--- src/core/cior_pkg.sv ---
// Purpose: shared constants and types for the configurable I/O cell block
// Assumes: APB slave with 32-bit data, single reference clock
// Notes:   cells 0..3 face the pads as inputs, cells 4..7 as outputs

package cior_pkg;

   // ------------------------------------------------------------
   // cell counts and clock sources
   // ------------------------------------------------------------
   localparam int NUM_IN     = 4;
   localparam int NUM_OUT    = 4;
   localparam int NUM_CELL   = NUM_IN + NUM_OUT;
   localparam int NUM_IO_CLK = 4;   // dedicated I/O clock pins
   localparam int NUM_GCLK   = 2;   // device-wide global clocks
   localparam int NUM_SRC    = NUM_IO_CLK + NUM_GCLK;
   localparam int SEL_W      = 3;
   localparam int SRC_X      = 1 << SEL_W;  // source vector padded to 8

   // ------------------------------------------------------------
   // register map (byte addresses)
   // ------------------------------------------------------------
   localparam int          ADDR_W     = 12;
   localparam logic [11:0] OFS_REGEN  = 12'h000;  // 1 = registered cell
   localparam logic [11:0] OFS_EDGE   = 12'h004;  // 1 = falling edge
   localparam logic [11:0] OFS_CLKSEL = 12'h008;  // 3 bits per cell
   localparam logic [11:0] OFS_SWRST  = 12'h00C;  // per-cell reset hold
   localparam logic [11:0] OFS_STATUS = 12'h010;  // flop and cell outputs

   // status field positions
   localparam int STS_FF_LSB  = 0;
   localparam int STS_OUT_LSB = 8;

   // reset values
   localparam logic [NUM_CELL-1:0]       RST_REGEN  = 8'h00;
   localparam logic [NUM_CELL-1:0]       RST_EDGE   = 8'h00;
   localparam logic [NUM_CELL*SEL_W-1:0] RST_CLKSEL = 24'h000000;
   localparam logic [NUM_CELL-1:0]       RST_SWRST  = 8'h00;

   // ------------------------------------------------------------
   // carriers
   // ------------------------------------------------------------
   typedef struct packed {
      logic [NUM_CELL-1:0]             regEn;
      logic [NUM_CELL-1:0]             edgeFall;
      logic [NUM_CELL-1:0][SEL_W-1:0]  clkSel;
      logic [NUM_CELL-1:0]             swRst;
   } cior_cfg_s;

   typedef struct packed {
      logic testMode;   // cells present the update flops
      logic capture;
      logic shift;
      logic update;
      logic tdi;
   } cior_scan_s;

endpackage

--- src/core/cior_bscan.sv ---
// Purpose: boundary-scan capture and update stage, one per cell
// Assumes: capture and update are synchronous one-cycle pulses on ref_clk, shift is a level
// Notes:   capture wins over shift when both are asserted

`timescale 1ns/1ps
`default_nettype none

module cior_bscan
   import cior_pkg::*;
(
   // clock and reset
   input  wire logic                 ref_clk,
   input  wire logic                 resetn,
   // scan control
   input  wire cior_scan_s           scanCtl,
   // cell values
   input  wire logic [NUM_CELL-1:0]  funcVal,
   output logic      [NUM_CELL-1:0]  testVal,
   // serial out
   output logic                      scanTdo
);

   logic [NUM_CELL-1:0] shiftReg_q;
   logic [NUM_CELL-1:0] chainIn;

   // serial chain runs from cell 0 towards the last cell
   assign chainIn = {shiftReg_q[NUM_CELL-2:0], scanCtl.tdi};
   assign scanTdo = shiftReg_q[NUM_CELL-1];

   // ------------------------------------------------------------
   // per-cell capture and update flops
   // ------------------------------------------------------------
   for (genvar i = 0; i < NUM_CELL; i++)
   begin : g_cell
      // capture or shift stage
      always_ff @(posedge ref_clk)
      begin
         if (!resetn)
            shiftReg_q[i] <= 1'b0;
         else if (scanCtl.capture)
            shiftReg_q[i] <= funcVal[i];
         else if (scanCtl.shift)
            shiftReg_q[i] <= chainIn[i];
      end

      // update stage holds steady while the chain shifts
      always_ff @(posedge ref_clk)
      begin
         if (!resetn)
            testVal[i] <= 1'b0;
         else if (scanCtl.update)
            testVal[i] <= shiftReg_q[i];
      end
   end

   // ------------------------------------------------------------
   // checks
   // ------------------------------------------------------------
   property p_scan_path;
      @(posedge ref_clk) disable iff (!resetn)
      (scanCtl.shift && !scanCtl.capture) |=>
         (shiftReg_q[0] == $past(scanCtl.tdi)) &&
         (shiftReg_q[NUM_CELL-1:1] == $past(shiftReg_q[NUM_CELL-2:0]));
   endproperty
   a_scan_path: assert property (p_scan_path)
      else $error("scan shift did not advance chain");

   property p_scan_capupd;
      @(posedge ref_clk) disable iff (!resetn)
      (scanCtl.capture ##1 (scanCtl.update && !scanCtl.capture
                            && !scanCtl.shift))
         |=> (testVal == $past(funcVal, 2));
   endproperty
   a_scan_capupd: assert property (p_scan_capupd)
      else $error("captured value not presented by update");

   c_scan_shift: cover property (@(posedge ref_clk) disable iff (!resetn)
      scanCtl.capture ##1 scanCtl.shift [*3] ##1 scanCtl.update);

endmodule

`default_nettype wire

--- src/core/cior_top.sv ---
// Purpose: bank of configurable I/O cells, direct or registered
// Assumes: clock source pins are synchronous inputs sampled on ref_clk
// Notes:   apb answers with no wait state; read data is registered
//
// Operation
// - cell passes directly or through flop
// - flop reset acts at once, no edge
// - flop captures on chosen rising/falling edge
// - clock from four io or two globals
// - every cell has boundary-scan capture/update
//
// The APB register port and the register offsets were decided locally.

`timescale 1ns/1ps
`default_nettype none

module cior_top
   import cior_pkg::*;
(
   // clock and reset
   input  wire logic                   ref_clk,
   input  wire logic                   resetn,
   // apb slave
   input  wire logic                   psel,
   input  wire logic                   penable,
   input  wire logic                   pwrite,
   input  wire logic [ADDR_W-1:0]      paddr,
   input  wire logic [31:0]            pwdata,
   output logic      [31:0]            prdata,
   output logic                        pready,
   output logic                        pslverr,
   // cell clock sources
   input  wire logic [NUM_IO_CLK-1:0]  ioClk,
   input  wire logic [NUM_GCLK-1:0]    globalClk,
   // shared cell reset, active high
   input  wire logic                   cellRstPin,
   // input cells
   input  wire logic [NUM_IN-1:0]      padIn,
   output logic      [NUM_IN-1:0]      fabIn,
   // output cells
   input  wire logic [NUM_OUT-1:0]     fabOut,
   output logic      [NUM_OUT-1:0]     padOut,
   // boundary scan
   input  wire cior_scan_s             scanCtl,
   output logic                        scanTdo
);

   // ------------------------------------------------------------
   // declarations
   // ------------------------------------------------------------
   cior_cfg_s           cfg_q;
   logic [SRC_X-1:0]    srcNow;
   logic [SRC_X-1:0]    srcPrev_q;
   logic [NUM_CELL-1:0] cellIn;
   logic [NUM_CELL-1:0] cellRst;
   logic [NUM_CELL-1:0] capEdge;
   logic [NUM_CELL-1:0] ff_q;
   logic [NUM_CELL-1:0] funcOut;
   logic [NUM_CELL-1:0] testVal;
   logic [NUM_CELL-1:0] cellOut;
   logic                setupPh;
   logic                wrAcc;

   // ------------------------------------------------------------
   // apb slave
   // ------------------------------------------------------------
   // decode in setup so read data is a flop at the access phase
   assign setupPh = psel && !penable;
   assign wrAcc   = psel && penable && pwrite;
   assign pready  = psel && penable;   // never stalls

   // read data and error, captured in setup
   always_ff @(posedge ref_clk)
   begin
      if (!resetn)
      begin
         prdata  <= 32'h00000000;
         pslverr <= 1'b0;
      end
      else if (setupPh)
      begin
         pslverr <= 1'b0;
         prdata  <= 32'h00000000;
         case (paddr)
            OFS_REGEN:  prdata[NUM_CELL-1:0] <= cfg_q.regEn;
            OFS_EDGE:   prdata[NUM_CELL-1:0] <= cfg_q.edgeFall;
            OFS_CLKSEL: prdata[NUM_CELL*SEL_W-1:0] <= cfg_q.clkSel;
            OFS_SWRST:  prdata[NUM_CELL-1:0] <= cfg_q.swRst;
            OFS_STATUS:
            begin
               prdata[STS_FF_LSB +: NUM_CELL]  <= ff_q;
               prdata[STS_OUT_LSB +: NUM_CELL] <= cellOut;
            end
            default:    pslverr <= 1'b1;   // unmapped address
         endcase
      end
   end

   // configuration writes; status is read-only and ignores writes
   always_ff @(posedge ref_clk)
   begin
      if (!resetn)
      begin
         cfg_q.regEn    <= RST_REGEN;
         cfg_q.edgeFall <= RST_EDGE;
         cfg_q.clkSel   <= RST_CLKSEL;
         cfg_q.swRst    <= RST_SWRST;
      end
      else if (wrAcc)
      begin
         case (paddr)
            OFS_REGEN:  cfg_q.regEn    <= pwdata[NUM_CELL-1:0];
            OFS_EDGE:   cfg_q.edgeFall <= pwdata[NUM_CELL-1:0];
            OFS_CLKSEL: cfg_q.clkSel   <= pwdata[NUM_CELL*SEL_W-1:0];
            OFS_SWRST:  cfg_q.swRst    <= pwdata[NUM_CELL-1:0];
            default:    ;
         endcase
      end
   end

   // ------------------------------------------------------------
   // clock sources
   // ------------------------------------------------------------
   // codes 6 and 7 select a constant low, so the flop never clocks
   assign srcNow = {{(SRC_X - NUM_SRC){1'b0}}, globalClk, ioClk};

   // previous sample for edge detection; it tracks the pins during
   // reset too, so a source idling high gives no false edge after it
   always_ff @(posedge ref_clk)
   begin
      srcPrev_q <= srcNow;
   end

   // cell data: inputs from pads, outputs from fabric
   assign cellIn = {fabOut, padIn};

   // ------------------------------------------------------------
   // per-cell storage and selection
   // ------------------------------------------------------------
   for (genvar i = 0; i < NUM_CELL; i++)
   begin : g_cell
      logic cur;
      logic prev;

      assign cur  = srcNow[cfg_q.clkSel[i]];
      assign prev = srcPrev_q[cfg_q.clkSel[i]];

      // edge polarity chosen per cell
      assign capEdge[i] = cfg_q.edgeFall[i] ? (prev && !cur)
                                            : (cur && !prev);

      assign cellRst[i] = cellRstPin || cfg_q.swRst[i];

      // cell flop; reset beats a coincident capture edge
      always_ff @(posedge ref_clk)
      begin
         if (!resetn)
            ff_q[i] <= 1'b0;
         else if (cellRst[i])
            ff_q[i] <= 1'b0;
         else if (capEdge[i])
            ff_q[i] <= cellIn[i];
      end

      // reset masks the flop in the same cycle, no edge needed
      assign funcOut[i] = !cfg_q.regEn[i] ? cellIn[i] :
                          (cellRst[i] ? 1'b0 : ff_q[i]);

      // scan test mode overrides the functional path
      assign cellOut[i] = scanCtl.testMode ? testVal[i]
                                           : funcOut[i];

      // ----------------------------------------------------------
      // checks
      // ----------------------------------------------------------
      property p_direct;
         @(posedge ref_clk) disable iff (!resetn)
         (!cfg_q.regEn[i] && !scanCtl.testMode) |->
            (cellOut[i] == cellIn[i]);
      endproperty
      a_direct: assert property (p_direct)
         else $error("direct cell does not follow its input");

      property p_rst_now;
         @(posedge ref_clk) disable iff (!resetn)
         (cfg_q.regEn[i] && cellRst[i]) |->
            (funcOut[i] == 1'b0) ##1 (ff_q[i] == 1'b0);
      endproperty
      a_rst_now: assert property (p_rst_now)
         else $error("cell reset did not clear output at once");

      property p_capture;
         @(posedge ref_clk) disable iff (!resetn)
         (capEdge[i] && !cellRst[i]) |=> (ff_q[i] == $past(cellIn[i]));
      endproperty
      a_capture: assert property (p_capture)
         else $error("selected edge did not capture data");

      property p_no_edge;
         @(posedge ref_clk) disable iff (!resetn)
         (!capEdge[i] && !cellRst[i]) |=> $stable(ff_q[i]);
      endproperty
      a_no_edge: assert property (p_no_edge)
         else $error("flop changed without a selected edge");

      property p_bad_src;
         @(posedge ref_clk) disable iff (!resetn)
         (cfg_q.clkSel[i] >= SEL_W'(NUM_SRC)) |-> !capEdge[i];
      endproperty
      a_bad_src: assert property (p_bad_src)
         else $error("unused clock code produced an edge");

      property p_hold_zero;
         @(posedge ref_clk) disable iff (!resetn)
         (cellRst[i] ##1 (!cellRst[i] && !capEdge[i])) |=>
            (ff_q[i] == 1'b0);
      endproperty
      a_hold_zero: assert property (p_hold_zero)
         else $error("flop left zero before a capture edge");

      if (i == 0)
      begin : g_cov
         c_rise: cover property (@(posedge ref_clk) disable iff (!resetn)
            cfg_q.regEn[i] && !cfg_q.edgeFall[i] && capEdge[i]);
         c_fall: cover property (@(posedge ref_clk) disable iff (!resetn)
            cfg_q.regEn[i] && cfg_q.edgeFall[i] && capEdge[i]);
         c_rst: cover property (@(posedge ref_clk) disable iff (!resetn)
            cfg_q.regEn[i] && ff_q[i] ##1 cellRst[i]);
      end
   end

   // ------------------------------------------------------------
   // boundary scan and pins
   // ------------------------------------------------------------
   cior_bscan u_bscan
   (
      .ref_clk (ref_clk),
      .resetn  (resetn),
      .scanCtl (scanCtl),
      .funcVal (funcOut),
      .testVal (testVal),
      .scanTdo (scanTdo)
   );

   // a complementary pad pair should come from registered cells,
   // otherwise the two legs see different combinational paths
   assign fabIn  = cellOut[NUM_IN-1:0];
   assign padOut = cellOut[NUM_CELL-1:NUM_IN];

endmodule

`default_nettype wire
--- config.mk ---
export PLATFORM = sky130hd
export DESIGN_NAME = cior_top
export DESIGN_NICKNAME = d
export VERILOG_FILES = /design/src/core/cior_pkg.sv /design/src/core/cior_bscan.sv /design/src/core/cior_top.sv
export SDC_FILE = /design/constraint.sdc
export NUM_CORES = 1
export LEC_CHECK = 0
export BUFFER_PORTS_ARGS = -buffer_cell sky130_fd_sc_hd__buf_2
export CORE_MARGIN = 1.5
export CORE_UTILIZATION = 56
export CTS_CLUSTER_DIAMETER = 200
export DETAILED_ROUTE_END_ITERATION = 16
export PLACE_DENSITY = 0.8
export SLEW_MARGIN = 20
export SYNTH_ARGS = -nofsm -noshare
export SYNTH_HDL_FRONTEND = slang
export SYNTH_SLANG_ARGS = --single-unit
--- constraint.sdc ---
create_clock -name ref_clk -period 2.2 [get_ports ref_clk]
set_clock_uncertainty 0.05 [all_clocks]
set_input_delay 0.44 -clock ref_clk [delete_from_list [all_inputs] [get_ports ref_clk]]
set_output_delay 0.44 -clock ref_clk [all_outputs]
set_load 0.01 [all_outputs]
* Yosys cells after proc, flatten, opt, wreduce, memory -nomap -nowiden
Index checks and enable logic that the tools add are counted.
Widths: inputs -> output; s select.
** Word-level totals
- Flip-flop bits (word level) :: 103
- Input bits :: 69
- Output and inout bits :: 43
- Word-level logic and storage cells :: 194
** Cells by class
- Order comparisons :: 8
- Eq/ne operators :: 4
- Multiplexer cells :: 84
- Bitwise operators :: 1
- Reductions and logical operators :: 59
** Operators by type and width (count)
- $mux 1 :: 65
- $bmux 1 s3 :: 16
- $pmux 8 s5 :: 1
- $lt 3x4->1 const B :: 8
- $eq 12x4->1 const B :: 2
- $logic_and 1x1->1 :: 19
- $logic_not 1->1 :: 17
- $pmux 8 s2 :: 1
- $reduce_or 2->1 :: 8
- $eq 12x3->1 const B :: 1
- $eq 12x5->1 const B :: 1
- $logic_not 12->1 :: 1
- $logic_or 1x1->1 :: 8
- $mux 8 :: 1
- $reduce_and 2->1 :: 4
- $reduce_or 5->1 :: 1
- $reduce_bool 2->1 :: 1
- $not 1->1 :: 1

* Depth between registers and ports, before layout
Gate-level depths: netlist of run 1.
- Word-level depth :: 5
- Mapped depth :: 8

* By module
A second synthesis of run 1 with hierarchy kept.
** Second synthesis, totals
- Cells, all modules :: 688
- Area, all modules :: 6087.1 um^2
** Modules (own cells, without submodules)
- cior_top :: times used 1, cells an instance 628, area an instance 5351.4 um^2, seq. area each 1741.7 um^2
- cior_bscan :: times used 1, cells an instance 60, area an instance 735.7 um^2, seq. area each 320.3 um^2

* Worst setup path before layout of run 1
No wires, ideal clock.
- Path kind :: input-to-reg
- Start :: input port paddr[11]
- End :: register cfg_q[23] in the netlist's numbering
- Setup time :: 0.118 ns
- Arrival time :: 1.747 ns
- Data required time :: 2.032 ns
- Path slack :: 0.285 ns
- Stages on the path :: 7
- Path buffers :: 2
- Cells stage by stage :: nor4_2 -> and2_0 -> buf_2 -> nand3_1 -> clkbuf_1 -> nand2_1 -> a21boi_2
** Between the ends
- Cells in the longest elaborated chain, start to end :: 2
** Ends and longest elaborated chain
- start: declaration :: RTL line cior_top.sv:27 : input wire logic [ADDR_W-1:0] paddr,
- $eq 12x4->1 :: RTL line cior_top.sv:111 : case (paddr)
- $reduce_and 2->1 (no line)
- end: declaration :: RTL line cior_top.sv:51 : cior_cfg_s cfg_q;
No other way between the ends.
A chain may end at the register's enable or synchronous reset.

* Worst setup path in the final report of run 1
- Start :: register ff_q[2]
- End :: output port fabIn[2]
** Between the ends
- Cells in the longest elaborated chain, start to end :: 3
** Ends and longest elaborated chain
- start: declaration :: RTL line cior_top.sv:57 : logic [NUM_CELL-1:0] ff_q;
- start signal: indexed assignment :: RTL line cior_top.sv:162 : ff_q[i] <= cellIn[i];
- $mux 1 :: RTL line cior_top.sv:167 : (cellRst[i] ? 1'b0 : ff_q[i]);
- $mux 1 :: RTL line cior_top.sv:166 : assign funcOut[i] = !cfg_q.regEn[i] ? cellIn[i] :
- $mux 1 :: RTL line cior_top.sv:170 : assign cellOut[i] = scanCtl.testMode ? testVal[i]
- end: declaration :: RTL line cior_top.sv:39 : output logic [NUM_IN-1:0] fabIn,
No other way between the ends.

==> summary.md, run 1 <==
The final layout contains routed wiring with a total length of 15,900 um. For the final routed database, the setup TNS stands at 0 ps. Across all layers, the routed design uses 5,356 vias.

Summed over all instances, the cell type with the most area after synthesis is dfxtp_1. The cell at the root of the clock tree was clkbuf_8. The number of cells traversed by the worst register-to-register path was 5; the largest net degree at the start of global routing was 90. The endpoint identified for the worst register-to-register timing path is ff_q[6]$_SDFFE_PP0P_. The tools report the number of antenna violations at the first check in global routing as 0. Using the TritonRoute via totals, the vias-per-cell ratio works out to 5.96. In this run the worst hold path is classified as in2reg. Leaving out fill and tap cells, the most frequent cells in the layout are dfxtp_1, buf_2, nand2_1.

Static timing analysis puts the maximum clock frequency at 474 MHz. The number of flip-flops and latches in the synthesized netlist was 103; the antenna violation net count after detailed routing was 0. Including well taps, the total number of placed cells is 882. The first global-routing pass estimated 25,900 um of wire.

Of the synthesized area, sequential elements account for 33.8%. The H-tree generated during clock tree synthesis spans 3 levels. The run gives 58.3% as the initial standard-cell utilization of the core.

The launch point of the worst path is ff_q[2]$_SDFFE_PP0P_. The mux contribution to synthesized area was 19.0%. After detailed routing, the average wire length per cell comes to 17.7 um. The tools report the capture endpoint of the worst hold path as srcPrev_q[0]$_DFF_P_.

Data on the critical path arrives at its endpoint at 1620 ps. The count of cells along the worst hold path works out to 1. Ranked by total cell area, the synthesized netlist is headed by dfxtp_1, mux2i_1, mux2_2, nor2b_1, nand2_1.

The tools report the number of hold violations in the final report as 0. Clock-pin slew was measured on the worst setup and hold paths at 90 ps. TritonCTS built the clock tree. After synthesis, the netlist uses 43 different library cells. Summing the areas of all and, or, nand and nor instances in the mapped netlist gives 21.0% of the synthesized area.

The area added between synthesis and finish is 11.3%. Walking the worst path, the cells encountered are nor3b_1 -> mux2_2 -> mux2_2 -> buf_2. IR analysis of the VDD net gives a maximum drop of 0.443 mV. For the pin with the worst max-slew slack, the measured transition is 696 ps.

The cell at the slowest stage of the critical path was dfxtp_1. The type of destination of the critical path was an output pin. The cell that appears most often on the critical path is mux2_2. Setup repair after global routing left no endpoint under its margin. The clock passes through at most 2 buffers. Pin placement for this block handled 112 I/O pins. The count of cells in the finished layout, fillers not included, comes to 898. The critical path is of the reg2out type. The clock period minus worst slack was 2110 ps. In this run the register-to-register setup slack is 280 ps.

The tools report the final count of negative-setup-slack endpoints as 0. In the synthesized netlist, the number of instances is 697. The core region is 0.0105 mm2.

In this run the cell area measured after placement is 0.00659 mm2. Buffers placed on the I/O ports in this run total 95. On the worst path, the slowest cell contributes a delay of 360 ps. STA classifies the critical path startpoint as a register. For the leakage power of the design, the log shows 2.53 nW. In the routed design, unresolved DRC markers number 0. The fraction of final layout cells with drive strength greater than 1 is 24.8%.

For the number of global-route vias before repair, the log shows 5,254. The tools report the start point of the worst min-delay path as ioClk[0]. The number of clock buffers inserted by TritonCTS was 9. After synthesis, the largest family of logic cells by area is simple AND/OR/NAND/NOR gates. The run finished with clean final reports. The finished cells cover 0.00679 mm2. The total overflow left after global routing is 0. The layout filler cell count was 903.

For the die footprint, the log shows 0.0115 mm2. At the worst endpoint, the required time is 1710 ps. Commonest non-fill, non-tap cell in the layout: dfxtp_1.

The share of the clock period used by the worst path after layout was 95.9%. The largest fanout on the critical path was 4; the synthesis warning total was 0. The synthesized area is 0.00610 mm2, and the initial detailed-routing violation count is 311.

The tools report the launch point of the worst reg-to-reg path as srcPrev_q[0]$_DFF_P_. The synthesized netlist devotes 19.1% of its cell area to compound gates. Y dimension of the die: 107 um.

Xor/xnor share of the synthesized area: 0%. The average instance in the mapped netlist occupies 8.75 um2. The area share of the largest cell type after synthesis is 33.8%, and the worst hold slack is 248 ps.

For this run, the total global-route usage over all layers was measured as 28.4%. The post-cts resize count was 0; the number of detailed-routing iterations run before antenna repair was 8. The tools report the number of buffers added to fix hold violations after cts as 0. At the end of routability-driven placement, the weighted congestion stood at 0.866. In this run the tightest slew margin relative to its limit is 53.6%. The die is 107 um wide. The number of max-slew violations in the final report was 0; the adder-cell share of the synthesized area was 0%. At the end of the flow, the number of nets in the layout was 826. The HPWL after detailed placement is 11,800 um. For the number of maximum-capacitance violations, the log shows 0. The power density over the cells works out to 531 mW/mm2. In this run the post-CTS setup repair buffer count came out at 0. The number of clock sinks came out at 103. At the later pin of the worst-skew pair, clock insertion delay measures 390 ps. After floorplanning, the core was divided into 37 placement rows. 0 antenna diodes ended up in the layout.
==> worst max-delay path, delay by kind of cell, from the launching register on <==
| family | cells | cell delay (ps) |
|---|---|---|
| buf+inv | 1 | 140 |
| flops | 1 | 360 |
| mux | 2 | 590 |
| simple gates | 1 | 160 |
==> worst max-delay path by stage <==
stage	slack, ps	endpoint	cells after the start
CTS	90	fabIn[2]	4
global placement	110	prdata[5]$_SDFFE_PN0P_	7
global route	50	fabIn[2]	4
floorplan	280	cfg_q[23]$_SDFFE_PN0P_	7
detailed placement	30	cfg_q[27]$_SDFFE_PN0P_	7
finish	90	fabIn[2]	4
==> registers in the layout, summed over array words and instances (netlist names) <==
register / count
cfg_q: 48
u_bscan.chainIn: 7
u_bscan.scanTdo: 1
prdata: 24
pslverr: 1
ff_q: 8
srcPrev_q: 6
u_bscan.testVal: 8
==> layer usage <==
metal  track usage (%)  wire (um)  up-vias
met5                 0          0        -
met4              11.0        372        0
li1                  -          -     2588
met2              48.1       7740      216
met3              5.33       1100       42
met1              35.7       6720     2510
==> report_power, final <==
part	internal [mW]	total [mW]	leakage, nW	switching (mW)
logic	0.189	0.433	1.60	0.244
registers	1.90	1.94	0.837	0.0366
clock network	0.563	1.23	0.0932	0.672
==> stage by stage <==
stage	power, mW	util [%]	setup WS, ps
2_1_floorplan	2.25	-	285
3_3_place_gp	2.40	63.0	113
3_5_place_dp	2.41	63.0	28.0
4_1_cts	3.62	64.9	91.3
5_1_grt	3.74	64.9	45.1
6_report	3.61	64.9	90.2
==> layout make-up <==
cell class	count	area [um2]	share of cell area (%)
well taps	136	170	2.51
inverters	16	60.1	0.885
multi-input cells	511	3640	53.6
repair buffers	116	658	9.69
clock buffers	12	145	2.14
clock inverters	4	53.8	0.792
flip-flops and latches	103	2060	30.4
==> cells by family after synthesis <==
| logic type | after synthesis |
|---|---|
| DFF | 103 |
| and+or+nand+nor | 237 |
| other | 1 |
| AOI/OAI and AO/OA | 154 |
| muxes | 112 |
| buffers and inverters | 90 |
==> cell usage after synthesis (all sizes together) <==
master   instances
dfxtp          103
nor3b            8
mux2i           80
nand3            9
conb             1
o2bb2ai          8
inv             16
a211oi           8
nor2b           51
a221oi           8
and3             4
nor2            30
and2             3
nand4           26
a22oi            8
nor3             3
o211ai           8
o21ai           26
o32ai            8
nand2           82
or4              1
clkbuf          44
and4             8
a21boi          40
buf             30
a211o            8
mux2            32
nor4             2
o32a             8
a21oi           24
nand2b          10
Power figures use the tool's default switching activity.
==> inputs of run 2 (changes only) <==
--- a/config.mk
+++ b/config.mk
@@ -7,10 +7,10 @@
 export LEC_CHECK = 0
 export BUFFER_PORTS_ARGS = -buffer_cell sky130_fd_sc_hd__buf_2
 export CORE_MARGIN = 1.5
-export CORE_UTILIZATION = 56
+export CORE_UTILIZATION = 25
 export CTS_CLUSTER_DIAMETER = 200
 export DETAILED_ROUTE_END_ITERATION = 16
-export PLACE_DENSITY = 0.8
+export RECOVER_POWER = 25
 export SLEW_MARGIN = 20
 export SYNTH_ARGS = -nofsm -noshare
 export SYNTH_HDL_FRONTEND = slang
==> summary.md, run 2 (synthesis gave the netlist of run 1 again) <==
The combinational share of power was 11.0% (was 12.0%); the transition time of the tightest slew-check pin was 1460 ps (was 696 ps). The run gives 350 ps (was 390 ps) as the clock insertion delay at the later pin of the skew report. The antenna violation net count after detailed routing is 0 (unchanged).

Setup repair after global routing left no endpoint under its margin. The type of destination of the critical path is an output pin (unchanged). Fraction of final layout cells with drive strength greater than 1: 22.5% (was 24.8%). The register with the highest flop count was cfg_q (unchanged).

The class of the most critical setup path is reg2out (unchanged). The width of the chip was 159 um (was 107 um). The top achievable clock speed was 474 MHz (about the same); the share of the clock period used by the worst path after layout was 95.8% (was 95.9%).

The tools report the number of antenna cells inserted as 0 (unchanged). The via count normalized by instance count was 4.85 (was 5.96); the number of top-level design ports was 112 (unchanged). The clock transition at the registers of the reported paths was 70 ps (was 90 ps). The number of max-slew violations in the final report is 0 (unchanged).

The clock period minus worst slack was 2110 ps (about the same). The tools report the cell at the root of the clock tree as clkbuf_16 (was clkbuf_8). The tools report the launching element type of the critical path as a register (unchanged). The average routed wire per standard cell was 17.2 um (was 17.7 um); the number of clock sinks was 103 (unchanged). The tools report the total length of routed wires as 18,600 um (was 15,900 um).

The net switching power came out at 1.02 mW (was 0.952 mW). The arrival time at the worst endpoint is 1620 ps (about the same), and the post-cts resize count is 0 (unchanged). Ordered cell list for the critical path: nor3b_1 -> mux2_2 -> mux2_2 -> buf_2 (unchanged). The total number of placement rows came out at 56 (was 37). Count of buffers from port buffering: 95 (unchanged). The initial detailed-routing violation count is 378 (was 311), and the delay of the slowest cell on the worst path is 350 ps (was 360 ps).

The tools report the leakage power of the design as 2.53 nW (about the same). The logs give 2.59% (was 53.6%) for the headroom to the max-slew limit and 4,994 (was 5,254) for the number of global-route vias before repair. Most common cell type on the critical path: mux2_2 (unchanged). The final weighted congestion in routability-driven placement is 0.819 (was 0.866), and the number of cells traversed by the worst register-to-register path is 5 (unchanged). The logs give 48.3% (was 53.8%) for the sequential share of power and 40.7% (was 34.2%) for the clock network power share. The run gives 2 (unchanged) as the maximum buffer depth of the clock tree.

The count of unresolved DRC violations after routing is 0 (unchanged). For the maximum level of the CTS H-tree, the log shows 3 (unchanged). The class of the tightest hold or removal check was in2reg (unchanged). The largest fanout on the critical path was 4 (unchanged); the via total after detailed routing was 5,245 (was 5,356).

The logs give 3.01 mW (was 2.66 mW) for the internal cell power and 90 (unchanged) for the largest net degree at the start of global routing. The run gives 9 (unchanged) as the number of clock buffers inserted by TritonCTS. Switching share of power: 25.3% (was 26.4%).

The total number of nets in the final design was 827 (was 826). The y dimension of the die is 159 um (was 107 um). The run gives 230 ps (was 280 ps) as the slack of the worst reg-to-reg path.

The die footprint is 0.0254 mm2 (was 0.0115 mm2), and the required time at the endpoint of the critical path is 1710 ps (about the same). The flow ran to the end, and the final reports show no timing, DRC or antenna violations. The number of detailed-routing iterations run before antenna repair came out at 5 (was 8). The run gives 0.00685 mm2 (was 0.00659 mm2) as the post-place instance area. The logs give 13,600 um (was 11,800 um) for the final HPWL from detailed placement and 0 (unchanged) for the final global-route overflow total. The number of buffers added to fix hold violations after cts is 0 (unchanged).

The number of hold violations in the final report is 0 (unchanged). The final count of negative-setup-slack endpoints is 0 (unchanged). The flip-flop count of the largest register, all copies and words added works out to 48 (unchanged). The cell at the slowest stage of the critical path was dfxtp_1 (unchanged). The area added between synthesis and finish was 16.7% (was 11.3%); the post-route cell area was 0.00712 mm2 (was 0.00679 mm2). The tools report the number of antenna violations at the first check in global routing as 0 (unchanged).

The tools report the initial standard-cell utilization of the core as 25.8% (was 58.3%). The commonest non-fill, non-tap cell in the layout was dfxtp_1 (unchanged). The total negative slack was 0 ps (unchanged). TritonCTS built the clock tree. Power density over the cells: 565 mW/mm2 (was 531 mW/mm2).

The run gives 0 (unchanged) as the number of buffers added for setup after CTS. The run gives 0 (unchanged) as the number of maximum-capacitance violations. The area of the core was 0.0237 mm2 (was 0.0105 mm2). Commonest cells after routing, fill and taps aside: dfxtp_1, nand2_1, mux2i_1 (was dfxtp_1, buf_2, nand2_1). The count of cells along the worst hold path is 3 (was 1). The tools report the largest vdd supply drop as 0.281 mV (was 0.443 mV). The run gives 14.5% (was 28.4%) as the overall global routing resource usage.

The first-pass GRT wire length is 28,900 um (was 25,900 um). Registers with the most flip-flops: cfg_q (48), prdata (24) (unchanged).
==> run 2: changes by cell type in the layout (fill, tap and decap cells not counted) <==
cell,previous run,this run
buf_12,2,4
buf_2,95,77
buf_4,19,17
clkbuf_1,2,21
clkbuf_16,0,9
clkbuf_2,0,1
clkbuf_8,10,1
clkinv_2,0,1
clkinvlp_4,2,1
inv_6,1,0
nor2b_1,51,50
nor2b_2,0,1
==> run 2: layout make-up <==
cell class / count / area, um2
fillers: 2577 / 16600
well taps: 319 / 399
inverters: 16 / 60.1
repair buffers: 117 / 666
clock buffers: 13 / 250
flip-flops and latches: 103 / 2060
multi-input cells: 511 / 3640
clock inverters: 3 / 42.5
==> run 2: path summary, 6_finish.rpt <==
path / startpoint / end
max: ff_q[6]$_SDFFE_PP0P_ / padOut[2]
min: pwdata[22] / cfg_q[30]$_SDFFE_PN0P_
max reg2reg: srcPrev_q[2]$_DFF_P_ / ff_q[3]$_SDFFE_PP0P_
min reg2reg: prdata[23]$_SDFFE_PN0P_ / prdata[23]$_SDFFE_PN0P_
==> run 2: through the flow <==
stage / utilization [%] / cells / total power, mW / worst slack [ps] / hold slack, ps
finish: 30.1 / 1082 / 4.02 / 92.2 / 287
global route: 30.1 / 1082 / 4.18 / 56.1 / 291
CTS: 30.2 / 1082 / 4.06 / 84.1 / 266
detailed placement: 28.9 / 1066 / 2.43 / 46.6 / 397
global placement: 28.9 / 1066 / 2.43 / 83.6 / 386
floorplan: - / 704 / 2.25 / 285 / 418
==> run 2: power by group through the flow <==
stage | clock network (mW) | registers, mW | logic [mW]
5_1_grt | 1.75 | 1.95 | 0.484
3_3_place_gp | 0 | 1.98 | 0.446
2_1_floorplan | 0 | 1.97 | 0.275
4_1_cts | 1.67 | 1.94 | 0.450
6_report | 1.64 | 1.94 | 0.443
3_5_place_dp | 0 | 1.98 | 0.447
==> run 2: per-layer routing <==
| metal | GRT usage (%) | wire [um] |
|---|---|---|
| met3 | 2.50 | 736 |
| met4 | 4.76 | 285 |
| met1 | 19.4 | 8770 |
| met2 | 23.7 | 8810 |
| met5 | 0 | 0 |
==> run 2: worst max-delay path: cells and delay by family (launching register included) <==
kind                   cells  cell delay [ps]
AND/OR/NAND/NOR            1              150
buffers and inverters      1              140
flip-flops                 1              350
multiplexers               2              620
